File: src/shared/psm_params.svh
/*
  constants for the power saving sequencer: timer code layout, times and counts.
  assumes the includer runs at the 40 MHz system clock.
*/
`ifndef PSM_PARAMS_SVH
`define PSM_PARAMS_SVH
`define PSM_CLK_HZ 40000000
`define PSM_WAKE_HOLD_S 5
`define PSM_MIN_SLEEP_S 60
`define PSM_UNIT_MIN_S 32'd60
`define PSM_MODE_OFF 1'h0
`define PSM_UNIT_MSB 7
`define PSM_UNIT_LSB 5
`define PSM_VAL_MSB 4
`define PSM_VAL_LSB 0
`define PSM_POL_ACT_LOW 1'h0
`define PSM_POL_ACT_HIGH 1'h1
`endif

File: src/shared/psm_pkg.sv
/*
  types for the power saving sequencer.
  assumes nothing beyond a SystemVerilog compiler.
*/
`default_nettype none
package psm_pkg;
  typedef enum logic [4:0] {
    ST_OFF    = 5'h01,
    ST_BOOT   = 5'h02,
    ST_ACTIVE = 5'h04,
    ST_PSM    = 5'h08,
    ST_DOWN   = 5'h10
  } psm_state_t;
endpackage
`default_nettype wire

File: src/rtl/psm_hold_qual.sv
/*
  hold qualifier: counts a synchronised request level on a tick enable.
  assumes req_i is already synchronised to clk_i.
*/
`timescale 1ns/1ps
`default_nettype none
module psm_hold_qual #(
  parameter int unsigned HOLD_TICKS = 5
) (
  input wire logic clk_i,
  input wire logic rst_i,
  input wire logic tick_i,
  input wire logic req_i,
  output logic done_o
);
  logic [31:0] cnt_r;
  logic [31:0] cnt_nxt;

  always_comb begin
    cnt_nxt = cnt_r;
    if (!req_i) begin
      cnt_nxt = '0;
    end else if (tick_i && cnt_r < HOLD_TICKS) begin
      cnt_nxt = cnt_r + 32'h1;
    end
  end

  always_ff @(posedge clk_i) begin
    if (rst_i) begin
      cnt_r <= '0;
    end else begin
      cnt_r <= cnt_nxt;
    end
  end

  assign done_o = req_i && (cnt_r >= HOLD_TICKS);
endmodule
`default_nettype wire

File: src/rtl/psm_wake_shutdown_control.sv
/*
  power saving mode sequencer: power-on, wake qualification, monitor output,
  forced shutdown gating, sim power and timer decoding.
  assumes a 40 MHz clock, pins raw from the board, configuration from firmware.
*/
`timescale 1ns/1ps
`default_nettype none
`include "psm_params.svh"
// What this block does
// - low variant pin powers on and wakes
// - low pin held five seconds wakes
// - high resume pin wakes before update timer
// - high pin held five seconds wakes
// - monitor output low is sleep indication
// - shutdown input ignored while sleeping
// - shutdown acts only with monitor high
// - sim interface powered down in sleep
// - active timer expiry puts device in sleep
// - mode zero disables power saving
// - decode codes to one and two minutes
// - sleep only if gap exceeds sixty seconds
// - update timer expiry leaves sleep
// - both timers start together
module psm_wake_shutdown_control #(
  parameter logic WAKE_POLARITY = `PSM_POL_ACT_LOW,
  parameter int unsigned CLK_HZ = `PSM_CLK_HZ,
  parameter int unsigned BOOT_CYCLES = 16
) (
  input wire logic clk_i,
  input wire logic rst_i,
  input wire logic main_battery_supply_i,
  input wire logic wake_pin_i,
  input wire logic forced_poweroff_n_i,
  input wire logic psm_mode_i,
  input wire logic [7:0] active_time_code_i,
  input wire logic [7:0] update_time_code_i,
  input wire logic attach_done_i,
  output logic aux_supply_power_monitor_o,
  output logic sim_power_en_o,
  output logic psm_refused_o,
  output psm_pkg::psm_state_t state_o
);
  import psm_pkg::*;

  // 3gpp timer code to seconds; unit in top bits, count in low five
  function automatic logic [31:0] timer_secs(input logic [7:0] code, input logic is_t3412);
    logic [31:0] v;
    logic [2:0] u;
    v = {27'h0, code[`PSM_VAL_MSB:`PSM_VAL_LSB]};
    u = code[`PSM_UNIT_MSB:`PSM_UNIT_LSB];
    timer_secs = 32'h0;
    if (is_t3412) begin
      unique case (u)
        3'h0: timer_secs = v * 32'd600;
        3'h1: timer_secs = v * 32'd3600;
        3'h2: timer_secs = v * 32'd36000;
        // unit 3 counts minutes on this device, so code 01100010 is two minutes
        3'h3: timer_secs = v * `PSM_UNIT_MIN_S;
        3'h4: timer_secs = v * 32'd30;
        3'h5: timer_secs = v * 32'd60;
        3'h6: timer_secs = v * 32'd1152000;
        default: timer_secs = 32'h0;
      endcase
    end else begin
      unique case (u)
        3'h0: timer_secs = v * 32'd2;
        3'h1: timer_secs = v * 32'd60;
        3'h2: timer_secs = v * 32'd360;
        3'h3: timer_secs = v * `PSM_UNIT_MIN_S;
        default: timer_secs = 32'h0;
      endcase
    end
  endfunction

  localparam int unsigned SEC_CYCLES = CLK_HZ;

  // pins cross two flops before use
  logic [1:0] wake_sync_r;
  logic [1:0] shut_sync_r;
  logic [1:0] vbat_sync_r;
  always_ff @(posedge clk_i) begin
    if (rst_i) begin
      wake_sync_r <= {2{~WAKE_POLARITY}};
      shut_sync_r <= 2'h3;
      vbat_sync_r <= 2'h0;
    end else begin
      wake_sync_r <= {wake_sync_r[0], wake_pin_i};
      shut_sync_r <= {shut_sync_r[0], forced_poweroff_n_i};
      vbat_sync_r <= {vbat_sync_r[0], main_battery_supply_i};
    end
  end

  logic wake_req;
  logic shut_req;
  logic vbat_ok;
  assign wake_req = (WAKE_POLARITY == `PSM_POL_ACT_LOW) ? ~wake_sync_r[1]
                                                        : wake_sync_r[1];
  assign shut_req = ~shut_sync_r[1];
  assign vbat_ok = vbat_sync_r[1];

  // one-second tick for the slow timers
  logic [31:0] div_r;
  logic [31:0] div_nxt;
  logic tick;
  assign tick = (div_r == SEC_CYCLES - 1);
  always_comb begin
    div_nxt = tick ? 32'h0 : div_r + 32'h1;
  end
  always_ff @(posedge clk_i) begin
    if (rst_i) begin
      div_r <= '0;
    end else begin
      div_r <= div_nxt;
    end
  end

  logic wake_held;
  psm_hold_qual #(
    .HOLD_TICKS(`PSM_WAKE_HOLD_S)
  ) u_hold (
    .clk_i(clk_i),
    .rst_i(rst_i),
    .tick_i(tick),
    .req_i(wake_req),
    .done_o(wake_held)
  );

  logic [31:0] t_active;
  logic [31:0] t_update;
  logic gap_ok;
  assign t_active = timer_secs(active_time_code_i, 1'b0);
  assign t_update = timer_secs(update_time_code_i, 1'b1);
  assign gap_ok = (t_update > t_active) &&
                  (t_update - t_active > `PSM_MIN_SLEEP_S);

  psm_state_t state_r, state_nxt;
  logic [31:0] boot_r, boot_nxt;
  logic [31:0] act_r, act_nxt;
  logic [31:0] upd_r, upd_nxt;
  logic armed_r, armed_nxt;
  logic refused_r, refused_nxt;

  always_comb begin
    state_nxt = state_r;
    boot_nxt = boot_r;
    act_nxt = act_r;
    upd_nxt = upd_r;
    armed_nxt = armed_r;
    refused_nxt = refused_r;
    if (tick && upd_r != 32'h0) begin
      upd_nxt = upd_r - 32'h1;
    end
    unique case (state_r)
      ST_OFF: begin
        armed_nxt = 1'b0;
        if (vbat_ok && wake_held) begin
          state_nxt = ST_BOOT;
          boot_nxt = '0;
        end
      end
      ST_BOOT: begin
        boot_nxt = boot_r + 32'h1;
        if (boot_r == BOOT_CYCLES - 1) begin
          state_nxt = ST_ACTIVE;
        end
      end
      ST_ACTIVE: begin
        if (shut_req) begin
          state_nxt = ST_DOWN;
        end else if (attach_done_i) begin
          if (psm_mode_i == `PSM_MODE_OFF || !gap_ok) begin
            armed_nxt = 1'b0;
            refused_nxt = (psm_mode_i != `PSM_MODE_OFF);
          end else begin
            armed_nxt = 1'b1;
            refused_nxt = 1'b0;
            act_nxt = t_active;
            upd_nxt = t_update;
          end
        end else if (armed_r && tick) begin
          if (act_r <= 32'h1) begin
            state_nxt = ST_PSM;
            armed_nxt = 1'b0;
          end else begin
            act_nxt = act_r - 32'h1;
          end
        end
      end
      ST_PSM: begin
        // shutdown input not even looked at here
        if (wake_held) begin
          state_nxt = ST_BOOT;
          boot_nxt = '0;
        end else if (upd_r == 32'h0) begin
          state_nxt = ST_BOOT;
          boot_nxt = '0;
        end
      end
      ST_DOWN: begin
        // wait for release so a held line does not re-trigger
        if (!shut_req && !wake_held) begin
          state_nxt = ST_OFF;
        end
      end
      default: state_nxt = ST_OFF;
    endcase
    if (!vbat_ok) begin
      state_nxt = ST_OFF;
    end
  end

  always_ff @(posedge clk_i) begin
    if (rst_i) begin
      state_r <= ST_OFF;
      boot_r <= '0;
      act_r <= '0;
      upd_r <= '0;
      armed_r <= 1'b0;
      refused_r <= 1'b0;
    end else begin
      state_r <= state_nxt;
      boot_r <= boot_nxt;
      act_r <= act_nxt;
      upd_r <= upd_nxt;
      armed_r <= armed_nxt;
      refused_r <= refused_nxt;
    end
  end

  logic mon_r;
  logic sim_r;
  always_ff @(posedge clk_i) begin
    if (rst_i) begin
      mon_r <= 1'b0;
      sim_r <= 1'b0;
    end else begin
      mon_r <= (state_nxt == ST_BOOT) || (state_nxt == ST_ACTIVE);
      sim_r <= (state_nxt == ST_ACTIVE);
    end
  end

  assign aux_supply_power_monitor_o = mon_r;
  assign sim_power_en_o = sim_r;
  assign psm_refused_o = refused_r;
  assign state_o = state_r;
endmodule
`default_nettype wire

File: config.mk
export PLATFORM = sky130hd
export DESIGN_NAME = psm_wake_shutdown_control
export DESIGN_NICKNAME = d
export VERILOG_FILES = /design/src/shared/psm_pkg.sv /design/src/rtl/psm_hold_qual.sv /design/src/rtl/psm_wake_shutdown_control.sv
export VERILOG_INCLUDE_DIRS = /design/src /design/src/shared
export SDC_FILE = /design/constraint.sdc
export NUM_CORES = 1
export LEC_CHECK = 0
export BUFFER_PORTS_ARGS = -buffer_cell sky130_fd_sc_hd__buf_2
export CAP_MARGIN = 20
export CORE_ASPECT_RATIO = 2
export CORE_MARGIN = 5
export CORE_UTILIZATION = 25
export CTS_CLUSTER_DIAMETER = 120
export DETAILED_ROUTE_END_ITERATION = 8
export GPL_TIMING_DRIVEN = 0
export SYNTH_ARGS = -nofsm -noshare
export SYNTH_HDL_FRONTEND = slang
export SYNTH_SLANG_ARGS = --single-unit
File: constraint.sdc
create_clock -name clk_i -period 6.93 [get_ports clk_i]
set_clock_uncertainty 0.15 [all_clocks]
set_input_delay 1.0395 -clock clk_i [delete_from_list [all_inputs] [get_ports clk_i]]
set_output_delay 1.0395 -clock clk_i [all_outputs]
set_load 0.02 [all_outputs]
Word level (Yosys, flattened, before mapping)
Cells that the tools add are included.
{ "totals": {"register_bits": 175, "input_bits": 23, "output_inout_bits": 8, "word_cells": 118} }
{ "classes": {"n_addsub": 6, "mul": 8, "magnitude_cmp": 5, "eq_ne": 25, "mux": 33, "bitwise": 2, "reduce_logical": 26} }
{ "op_table": {"columns": ["operator", "n"], "rows": [
  ["32-bit two-way mux", 12],
  ["26-bit one-hot mux with 6 select lines", 1],
  ["32-bit by 1-bit adder with 32-bit output, second input constant", 3],
  ["32-bit one-hot mux with 3 select lines", 1],
  ["32-bit by 1-bit subtractor with 32-bit output, second input constant", 2],
  ["5-bit two-way mux", 10],
  ["14-bit one-hot mux with 3 select lines", 1],
  ["32-bit by 26-bit == test with 1-bit output, second input constant", 1],
  ["32-bit by 4-bit == test with 1-bit output, second input constant", 1],
  ["32-bit by 3-bit greater-or-equal comparator with 1-bit output, second input constant", 1],
  ["32-bit > comparator", 1],
  ["32-bit by 6-bit > comparator with 1-bit output, second input constant", 1],
  ["32-bit by 1-bit less-or-equal comparator with 1-bit output, second input constant", 1],
  ["32-bit zero test", 1],
  ["32-bit by 3-bit < comparator with 1-bit output, second input constant", 1],
  ["5-bit by 11-bit multiplier with 16-bit output, second input constant", 2],
  ["32-bit nonzero test", 1],
  ["32-bit subtractor", 1],
  ["5-bit by 4-bit multiplier with 9-bit output, second input constant", 3],
  ["5-bit one-hot mux with 5 select lines", 1],
  ["5-bit by 8-bit multiplier with 13-bit output, second input constant", 1],
  ["3-bit by 2-bit == test with 1-bit output, second input constant", 4],
  ["5-bit by 7-bit multiplier with 12-bit output, second input constant", 1],
  ["5-bit by 6-bit multiplier with 11-bit output, second input constant", 1],
  ["22 further kinds", 52]
]} }

Logic depth before layout (Yosys ltp)
Gate-level depths: netlist (run 1).
{ "logic_depth": {"depth_word": 12, "ltp_mapped": 29, "mapped_depth_nobuf": 27} }

Hierarchy
Synthesis (run 1) repeated with hierarchy kept, for this count alone.
{ "unflattened": {"cells_unflattened": 1534, "area_unflattened_um2": 12798.5} }
{ "modules_own_cells": {"columns": ["module", "instances", "cells_per_inst", "area_per_inst_um2", "seq_area_each_um2"], "rows": [
  ["psm_wake_shutdown_control", 1, 1436, 11691.2, 2862.7],
  ["psm_hold_qual", 1, 98, 1107.3, 640.6]
]} }

Least setup slack after synthesis (run 1)
Ideal clock, no wire load.
{ "synth_timing": {"path_kind": "input-to-reg", "startpoint": "in update_time_code_i[3]", "endpoint": "reg act_r[18]", "setup_ns": 0.070, "arrival_time_ns": 6.291, "required_ns": 6.710, "path_slack_ns": 0.419, "cell_stages": 24, "path_buffers": 0, "path_cell_list": "inv_1 -> fa_1 -> fa_1 -> inv_1 -> ha_1 -> a21oi_1 -> o21bai_1 -> a21o_1 -> a21oi_1 -> xnor2_1 -> mux2i_1 -> o211ai_1 -> ha_1 -> a21oi_1 -> o21ai_0 -> o41ai_1 -> nor2b_1 -> nor4bb_1 -> o21bai_1 -> a211oi_2 -> o31ai_1 -> nor2_1 -> or3_1 -> a21oi_1"} }
{ "synth_between": {"elab_chain_len": 9, "word_cells_on_any_way": 15, "classes_between": "add/sub: 1; mul: 6; order compare: 2; eq/ne: 1; mux: 1; reduce/logical: 4"} }
{ "synth_lines": {"columns": ["element", "line_no", "text"], "rows": [
  ["start: declaration", "psm_wake_shutdown_control.sv:36", "input wire logic [7:0] update_time_code_i,"],
  ["5-bit by 11-bit multiplier with 16-bit output, or another cell as far along", "psm_wake_shutdown_control.sv:56, psm_wake_shutdown_control.sv:61", null],
  ["26-bit one-hot mux with 6 select lines (*)", "psm_wake_shutdown_control.sv:53", "unique case (u)"],
  ["32-bit subtractor", "psm_wake_shutdown_control.sv:134", "(t_update - t_active > `PSM_MIN_SLEEP_S);"],
  ["32-bit by 6-bit > comparator with 1-bit output (no source line)", null, null],
  ["1-bit logical AND (*)", "psm_wake_shutdown_control.sv:133", "assign gap_ok = (t_update > t_active) &&"],
  ["1-bit zero test (*)", "psm_wake_shutdown_control.sv:171", "if (psm_mode_i == `PSM_MODE_OFF || !gap_ok) begin"],
  ["1-bit logical OR (*)", "psm_wake_shutdown_control.sv:171", null],
  ["2-bit != test (no source line) (*)", null, null],
  ["5-bit AND reduction (no source line) (*)", null, null],
  ["end signal: assignment", "psm_wake_shutdown_control.sv:223", "act_r <= act_nxt;"],
  ["end: declaration", "psm_wake_shutdown_control.sv:138", "logic [31:0] act_r, act_nxt;"]
]} }
Mark *: on every way between the ends. The rest lies on a longest branch, timed or not.
A chain may end at the register's enable or synchronous reset.

Worst setup path after layout (run 1)
{ "layout_timing": {"startpoint": "in update_time_code_i[3]", "endpoint": "reg act_r[28]"} }
Same word-level chain as after synthesis.

==> flow_summary.ini, run 1 <==
[run_status]
status = finished clean

[die]
die_area_mm2 = 0.05521
ios = 31
fp.dieW_um = 168.7
core-area_mm2 = 0.04993
die_h_um = 327.3
num_rows = 116
start_util = 0.2521

[clock_network]
htreeDepth = 4
path_clk_slew_ns = 0.07
clock_path_buffers = 2
root_buffer = clkbuf_16
hold_buffers = 0
cts_tree = built
clock_latency_ns = 0.43
cts_buffers = 17
clkSinkCount = 175

[layout]
nets = 1771
final_cells = 2275
regArea_mm2 = 0.003503
post_route_cells_drive_above_1_share = 0.09975
fillers = 5370
area_growth_syn_to_layout_pct = 15.56
multiInputGateArea_mm2 = 0.008718

[yosys]
synth.distinct_cells = 87
syn_area_per_cell_um2 = 8.136
syn_inst = 1547
netlist.area_leader.share = 0.2783
synth_nets = 1707
ys_top_cells_by_area = dfxtp_1 (28%), ha_1 (11%), nor2_1 (5.9%)
synthTopCellsByCount = nor2_1 (199), dfxtp_1 (175), ha_1 (113)
yosysSeqAreaShare = 0.2783
synth_edf_count = 0
synth-main-ff-cell = dfxtp_1
synthArstFlopShare = 0
yosys_register_bits = 175
yosys.area.top_type = dfxtp_1
ys.warnings.count = 0
syn_area_mm2 = 0.01259
synth_most_common_cell = nor2_1

[placement]
port_buffers = 27
dp_hpwl_um = 27830
gp_congestion = 0.9000
placedCellCount = 2223

[grt]
grt_use_total = 0.1254
grt_overflow = 0
antenna_found_initial = 3
grt_pass1_wl_um = 56700
grt_pass1_vias = 11570
grt_max_degree = 17

[routing]
vias_per_cell = 5.004
vias = 11384
ant_nets = 0
drtPass1Iterations = 6
drtIter0Drc = 586
drc = 0
wl_per_cell_um = 15.48
finalWirelength_um = 35220

[critical_path]
path_class = in -> reg
worst_setup_path_start_kind = primary input
endpoint_kind = register
cp_max_fo = 10
arrival_ns = 6.95
worst_ep_required_time_ns = 7.11

[timing]
fmax_ghz = 0.1475
finalCritPeriodShare = 0.9780
hold_viol_final = 0
fin_hold_ws_ns = 0.2615
tightest_slew_ns = 0.9469
setup_tns_ns = 0
setup_viol = 0
slew_headroom = 0.3635
finalCriticalPeriod_ns = 6.777
drv_slew = 0

[power]
peakVddDrop_mv = 0.1546
leakage_nw = 5.838
power_density_mw_per_mm2 = 205.1

[worst_hold_path]
hp-class = reg -> reg

[run]
max-cap-violations = 0
==> placed cells by master, fill, tap and decap left out, types with 13 or more instances in the layout <==
cell,Yosys,layout
nor2_1,199,199
dfxtp_1,175,175
ha_1,113,106
nand2_1,98,98
a21oi_1,95,90
inv_1,82,80
xnor2_1,79,77
o21ai_0,68,64
clkbuf_1,47,46
xor2_1,45,45
nor3_1,44,44
or3_1,42,42
nand3_1,41,41
and2_1,35,35
buf_2,12,32
nor4_1,31,31
buf_4,1,23
a21o_1,22,22
fa_1,24,22
a211oi_1,22,21
nand4_1,20,20
and3_1,19,19
nor2b_1,19,18
clkbuf_16,0,17
o21bai_1,16,16
nand2b_1,14,14
mux2i_1,13,13
==> registers in the layout (all words and copies together), names as in the netlist <==
register                    cells
wake_sync_r                     2
shut_sync_r                     2
upd_r                          32
act_r                          32
armed_r                         1
boot_r                         32
u_hold.cnt_r                   32
aux_supply_power_monitor_o      1
vbat_sync_r                     2
psm_refused_o                   1
sim_power_en_o                  1
state_o                         5
div_r                          32
==> power breakdown <==
part / internal [W] / switching (W)
registers: 0.00101 / 0.00000224
logic: 0.000420 / 0.000586
clock network: 0.000555 / 0.000412
==> metal layers <==
metal  vias to the layer above  GRT usage  wire length (µm)  share of wire
met1                      5427     0.1223             12930           0.37
met2                       262     0.2388             19050           0.54
met3                       114    0.01751               955          0.027
met4                         2    0.08511              2267          0.064
li1                       5579          -                 -              -
met5                         -          0                14        0.00040
==> metrics by stage <==
step | utilization | area, µm² | total power (W) | setup WS [ns]
2_1_floorplan | - | 12590 | 0.001680 | 0.4192
5_1_grt | 0.2912 | 14540 | 0.003145 | -0.1057
6_report | 0.2913 | 14550 | 0.002983 | 0.1526
4_1_cts | 0.2861 | 14290 | 0.002932 | 0.02776
3_3_place_gp | 0.2711 | 13530 | 0.001896 | -1.690
3_5_place_dp | 0.2711 | 13530 | 0.001914 | -1.796
==> worst paths after layout <==
| kind | startpoint | cells past startpoint | slack [ns] | end |
|---|---|---|---|---|
| worst min register to register | shut_sync_r[0]$_SDFF_PP1_ | 1 | 0.26 | shut_sync_r[1]$_SDFF_PP1_ |
| worst max register to register | div_r[0]$_SDFF_PP0_ | 13 | 2.66 | upd_r[27]$_SDFF_PP0_ |
| worst min-delay path | shut_sync_r[0]$_SDFF_PP1_ | 1 | 0.26 | shut_sync_r[1]$_SDFF_PP1_ |
| worst max-delay path | update_time_code_i[3] | 27 | 0.15 | act_r[28]$_SDFFE_PP0P_ |
==> layout make-up <==
type | instances | share of cell area
well taps | 649 | 0.05583
repair buffers | 47 | 0.02211
multi-input cells | 1225 | 0.5994
inverters | 83 | 0.02194
clock inverters | 11 | 0.008860
flip-flops and latches | 175 | 0.2409
plain buffers | 62 | 0.01901
clock buffers | 21 | 0.03166
diodes | 2 | 0.0003441
==> worst max-delay path, cell delays in order <==
cell and delay, ns:
buf_12 0.13, clkinvlp_4 0.17, fa_1 0.54, fa_1 0.52
inv_1 0.07, ha_4 0.25, a21oi_1 0.26, o21bai_1 0.13
a21oi_2 0.17, xnor2_1 0.19, mux2i_1 0.16, o22ai_2 0.28
ha_4 0.27, nand4_1 0.08, a21oi_1 0.06, or3_1 0.41
xnor2_1 0.20, o21ai_0 0.15, a211oi_2 0.32, nand4_1 0.22
a211oi_4 0.34, a31oi_4 0.19, nor2_4 0.25, buf_6 0.17
buf_4 0.13, nor4_1 0.04, o21a_1 0.19
==> logic make-up (layout without fill, tap and decap cells) <==
group / count (synthesis) / after routing / share of synthesized area
other: 0 / 2 / 0
AOI/OAI and AO/OA: 318 / 318 / 0.1644
DFF: 175 / 175 / 0.2783
and+or+nand+nor: 629 / 629 / 0.2587
muxes: 17 / 17 / 0.01571
adders and majority gates: 137 / 137 / 0.1505
buffers and inverters: 147 / 224 / 0.04602
xor gates and xnor gates: 124 / 124 / 0.08628
==> what timing repair did <==
item	CTS	global route
pin swaps	10	19
cloned	0	0
buffers inserted	8	12
endpoints found under the setup margin	66	65
resized for setup	26	39
Power figures use the tool's default switching activity.
==> inputs of run 2 (changes only) <==
--- a/config.mk
+++ b/config.mk
@@ -15,4 +15,5 @@
 export DETAILED_ROUTE_END_ITERATION = 8
 export GPL_TIMING_DRIVEN = 0
+export SLEW_MARGIN = 5
 export SYNTH_ARGS = -nofsm -noshare
 export SYNTH_HDL_FRONTEND = slang
==> constraint.sdc (replaced) <==
create_clock -name clk_i -period 6.93 [get_ports clk_i]
set_clock_uncertainty 0.15 [all_clocks]
set_input_delay 0.693 -clock clk_i [delete_from_list [all_inputs] [get_ports clk_i]]
set_output_delay 0.693 -clock clk_i [all_outputs]
set_load 0.02 [all_outputs]
==> run 2 against run 1 <==
  * Total power shrank 2.1%
  * Highest routed layer unchanged
  * Die area is the same
  * Final cell count shrank 0.48%
  * Critical path type unchanged
  * Critical endpoint is now act_r[7]$_SDFFE_PP0P_
==> flow_summary.ini, run 2 (synthesis results as in run 1) <==
[grt]
grt_max_degree = 17
grt_pass1_vias = 11504
grt_pass1_wl_um = 56640
antenna_found_initial = 3
grt_use_total = 0.1253
grt_overflow = 0

[critical_path]
slowest_stage = fa_1
r2r_setup_slack_ns = 2.67
arrival_ns = 6.86
path_class = in -> reg
worst_ep_required_time_ns = 7.07
cp_num_buf_inv = 5
critPathTopFamily = compound AO/OA/AOI/OAI gates
worst_setup_path_start_kind = primary input
cp_max_fo = 10
slowest_delay_ns = 0.52
critPathMostFrequentCell = a21oi_1
cp_cell_sequence = buf_6 -> clkinvlp_4 -> fa_1 -> fa_1 -> inv_1 -> ha_1 -> xnor2_1 -> a22oi_1 -> o21ai_1 -> ha_1 -> clkbuf_1 -> a21oi_1 -> and2_1 -> a21oi_1 -> o211a_1 -> or3_1 -> a211oi_2 -> nand4_1 -> a211oi_4 -> a31oi_4 -> or2_1 -> buf_2 -> o21ai_0 -> a21oi_1
endpoint_kind = register

[power]
leakage_nw = 5.748
p_sw_w = 0.0009785
power_density_mw_per_mm2 = 204.3
power.internal_w = 0.001943
peakVddDrop_mv = 0.1551
clkPwrFrac = 0.332
switching_share = 0.3350
seqPwrFrac = 0.346
p_comb_frac = 0.322
power_w = 0.002921

[clock_network]
cts_buffers = 17
root_buffer = clkbuf_16
clkSinkCount = 175
cts_tree = built
clock_path_buffers = 2
clock_latency_ns = 0.43
htreeDepth = 4
hold_buffers = 0
path_clk_slew_ns = 0.07

[die]
die_h_um = 327.3
ios = 31
die_area_mm2 = 0.05521
core-area_mm2 = 0.04993
fp.dieW_um = 168.7
start_util = 0.2521
num_rows = 116

[layout]
fillers = 5401
stdcell_area_mm2 = 0.01430
final_cell_mix = nor2_1 (199), dfxtp_1 (175), ha_1 (112), nand2_1 (98), a21oi_1 (93)
multiInputGateArea_mm2 = 0.008596
final_common_cell = nor2_1
regArea_mm2 = 0.003503
nets = 1760
post_route_cells_drive_above_1_share = 0.08122
utilization = 0.2864
area_growth_syn_to_layout_pct = 13.62

[run]
max-cap-violations = 0

[timing]
setup_viol = 0
hold_viol_final = 0
drv_slew = 0
fmax_ghz = 0.1489
finalCritPeriodShare = 0.9694
finalCriticalPeriod_ns = 6.718
tightest_slew_ns = 0.9360
timing.final.ws_setup_ns = 0.2120
slew_headroom = 0.3708

[placement]
gp_congestion = 0.9000
dp_hpwl_um = 27830
dpl-instance-area_mm2 = 0.01353
post-place-ws_ns = -1.449
port_buffers = 27

[routing]
ant_nets = 0
drtPass1Iterations = 5
drtIter0Drc = 555
finalWirelength_um = 35030
wl_per_cell_um = 15.47
drc = 0
vias_per_cell = 4.968
vias = 11248

[worst_hold_path]
hp-class = reg -> reg

[run_status]
status = finished clean
[run 2: power by group through the flow]
stage	Clock, W	Sequential [W]	Combinational [W]
2_1_floorplan	0	0.00103	0.000647
3_3_place_gp	0	0.00103	0.000863
3_5_place_dp	0	0.00103	0.000880
4_1_cts	0.000989	0.00101	0.000913
5_1_grt	0.00104	0.00101	0.00103
6_report	0.000969	0.00101	0.000942
[run 2: repair_timing]
item | in CTS | in global routing
gates cloned | 0 | 0
buffers inserted | 3 | 5
pin swaps | 3 | 8
endpoints found under the setup margin | 66 | 65
resized for setup | 12 | 18
[run 2: routing by layer]
layer | up-vias | routed length (µm) | GRT usage
met3 | 100 | 943 | 0.01763
met5 | - | 11 | 0
met2 | 231 | 19130 | 0.2402
met1 | 5361 | 12960 | 0.1225
met4 | 2 | 1988 | 0.08123
li1 | 5554 | - | -
[run 2: cell type report]
class | instances | area share
diodes | 2 | 0.0003500
repair buffers | 35 | 0.01487
clock buffers | 21 | 0.03220
inverters | 83 | 0.02205
multi-input cells | 1225 | 0.6011
flip-flops and latches | 175 | 0.2450
well taps | 649 | 0.05678
plain buffers | 63 | 0.01872
clock inverters | 11 | 0.009011
[run 2: metrics by stage]
stage          hold WS [ns]  cells  setup TNS [ns]
5_1_grt              0.2799   2262         -0.1335
3_3_place_gp         0.2505   2223          -72.83
2_1_floorplan        0.2395   1547               0
4_1_cts              0.2631   2258               0
3_5_place_dp         0.2493   2223          -76.74
6_report             0.2616   2264               0
[run 2: final timing paths]
path / from / end / depth (start not counted)
max reg2reg: div_r[0]$_SDFF_PP0_ / upd_r[27]$_SDFF_PP0_ / 13
min reg2reg: shut_sync_r[0]$_SDFF_PP1_ / shut_sync_r[1]$_SDFF_PP1_ / 1
min: shut_sync_r[0]$_SDFF_PP1_ / shut_sync_r[1]$_SDFF_PP1_ / 1
max: update_time_code_i[3] / act_r[7]$_SDFFE_PP0P_ / 24
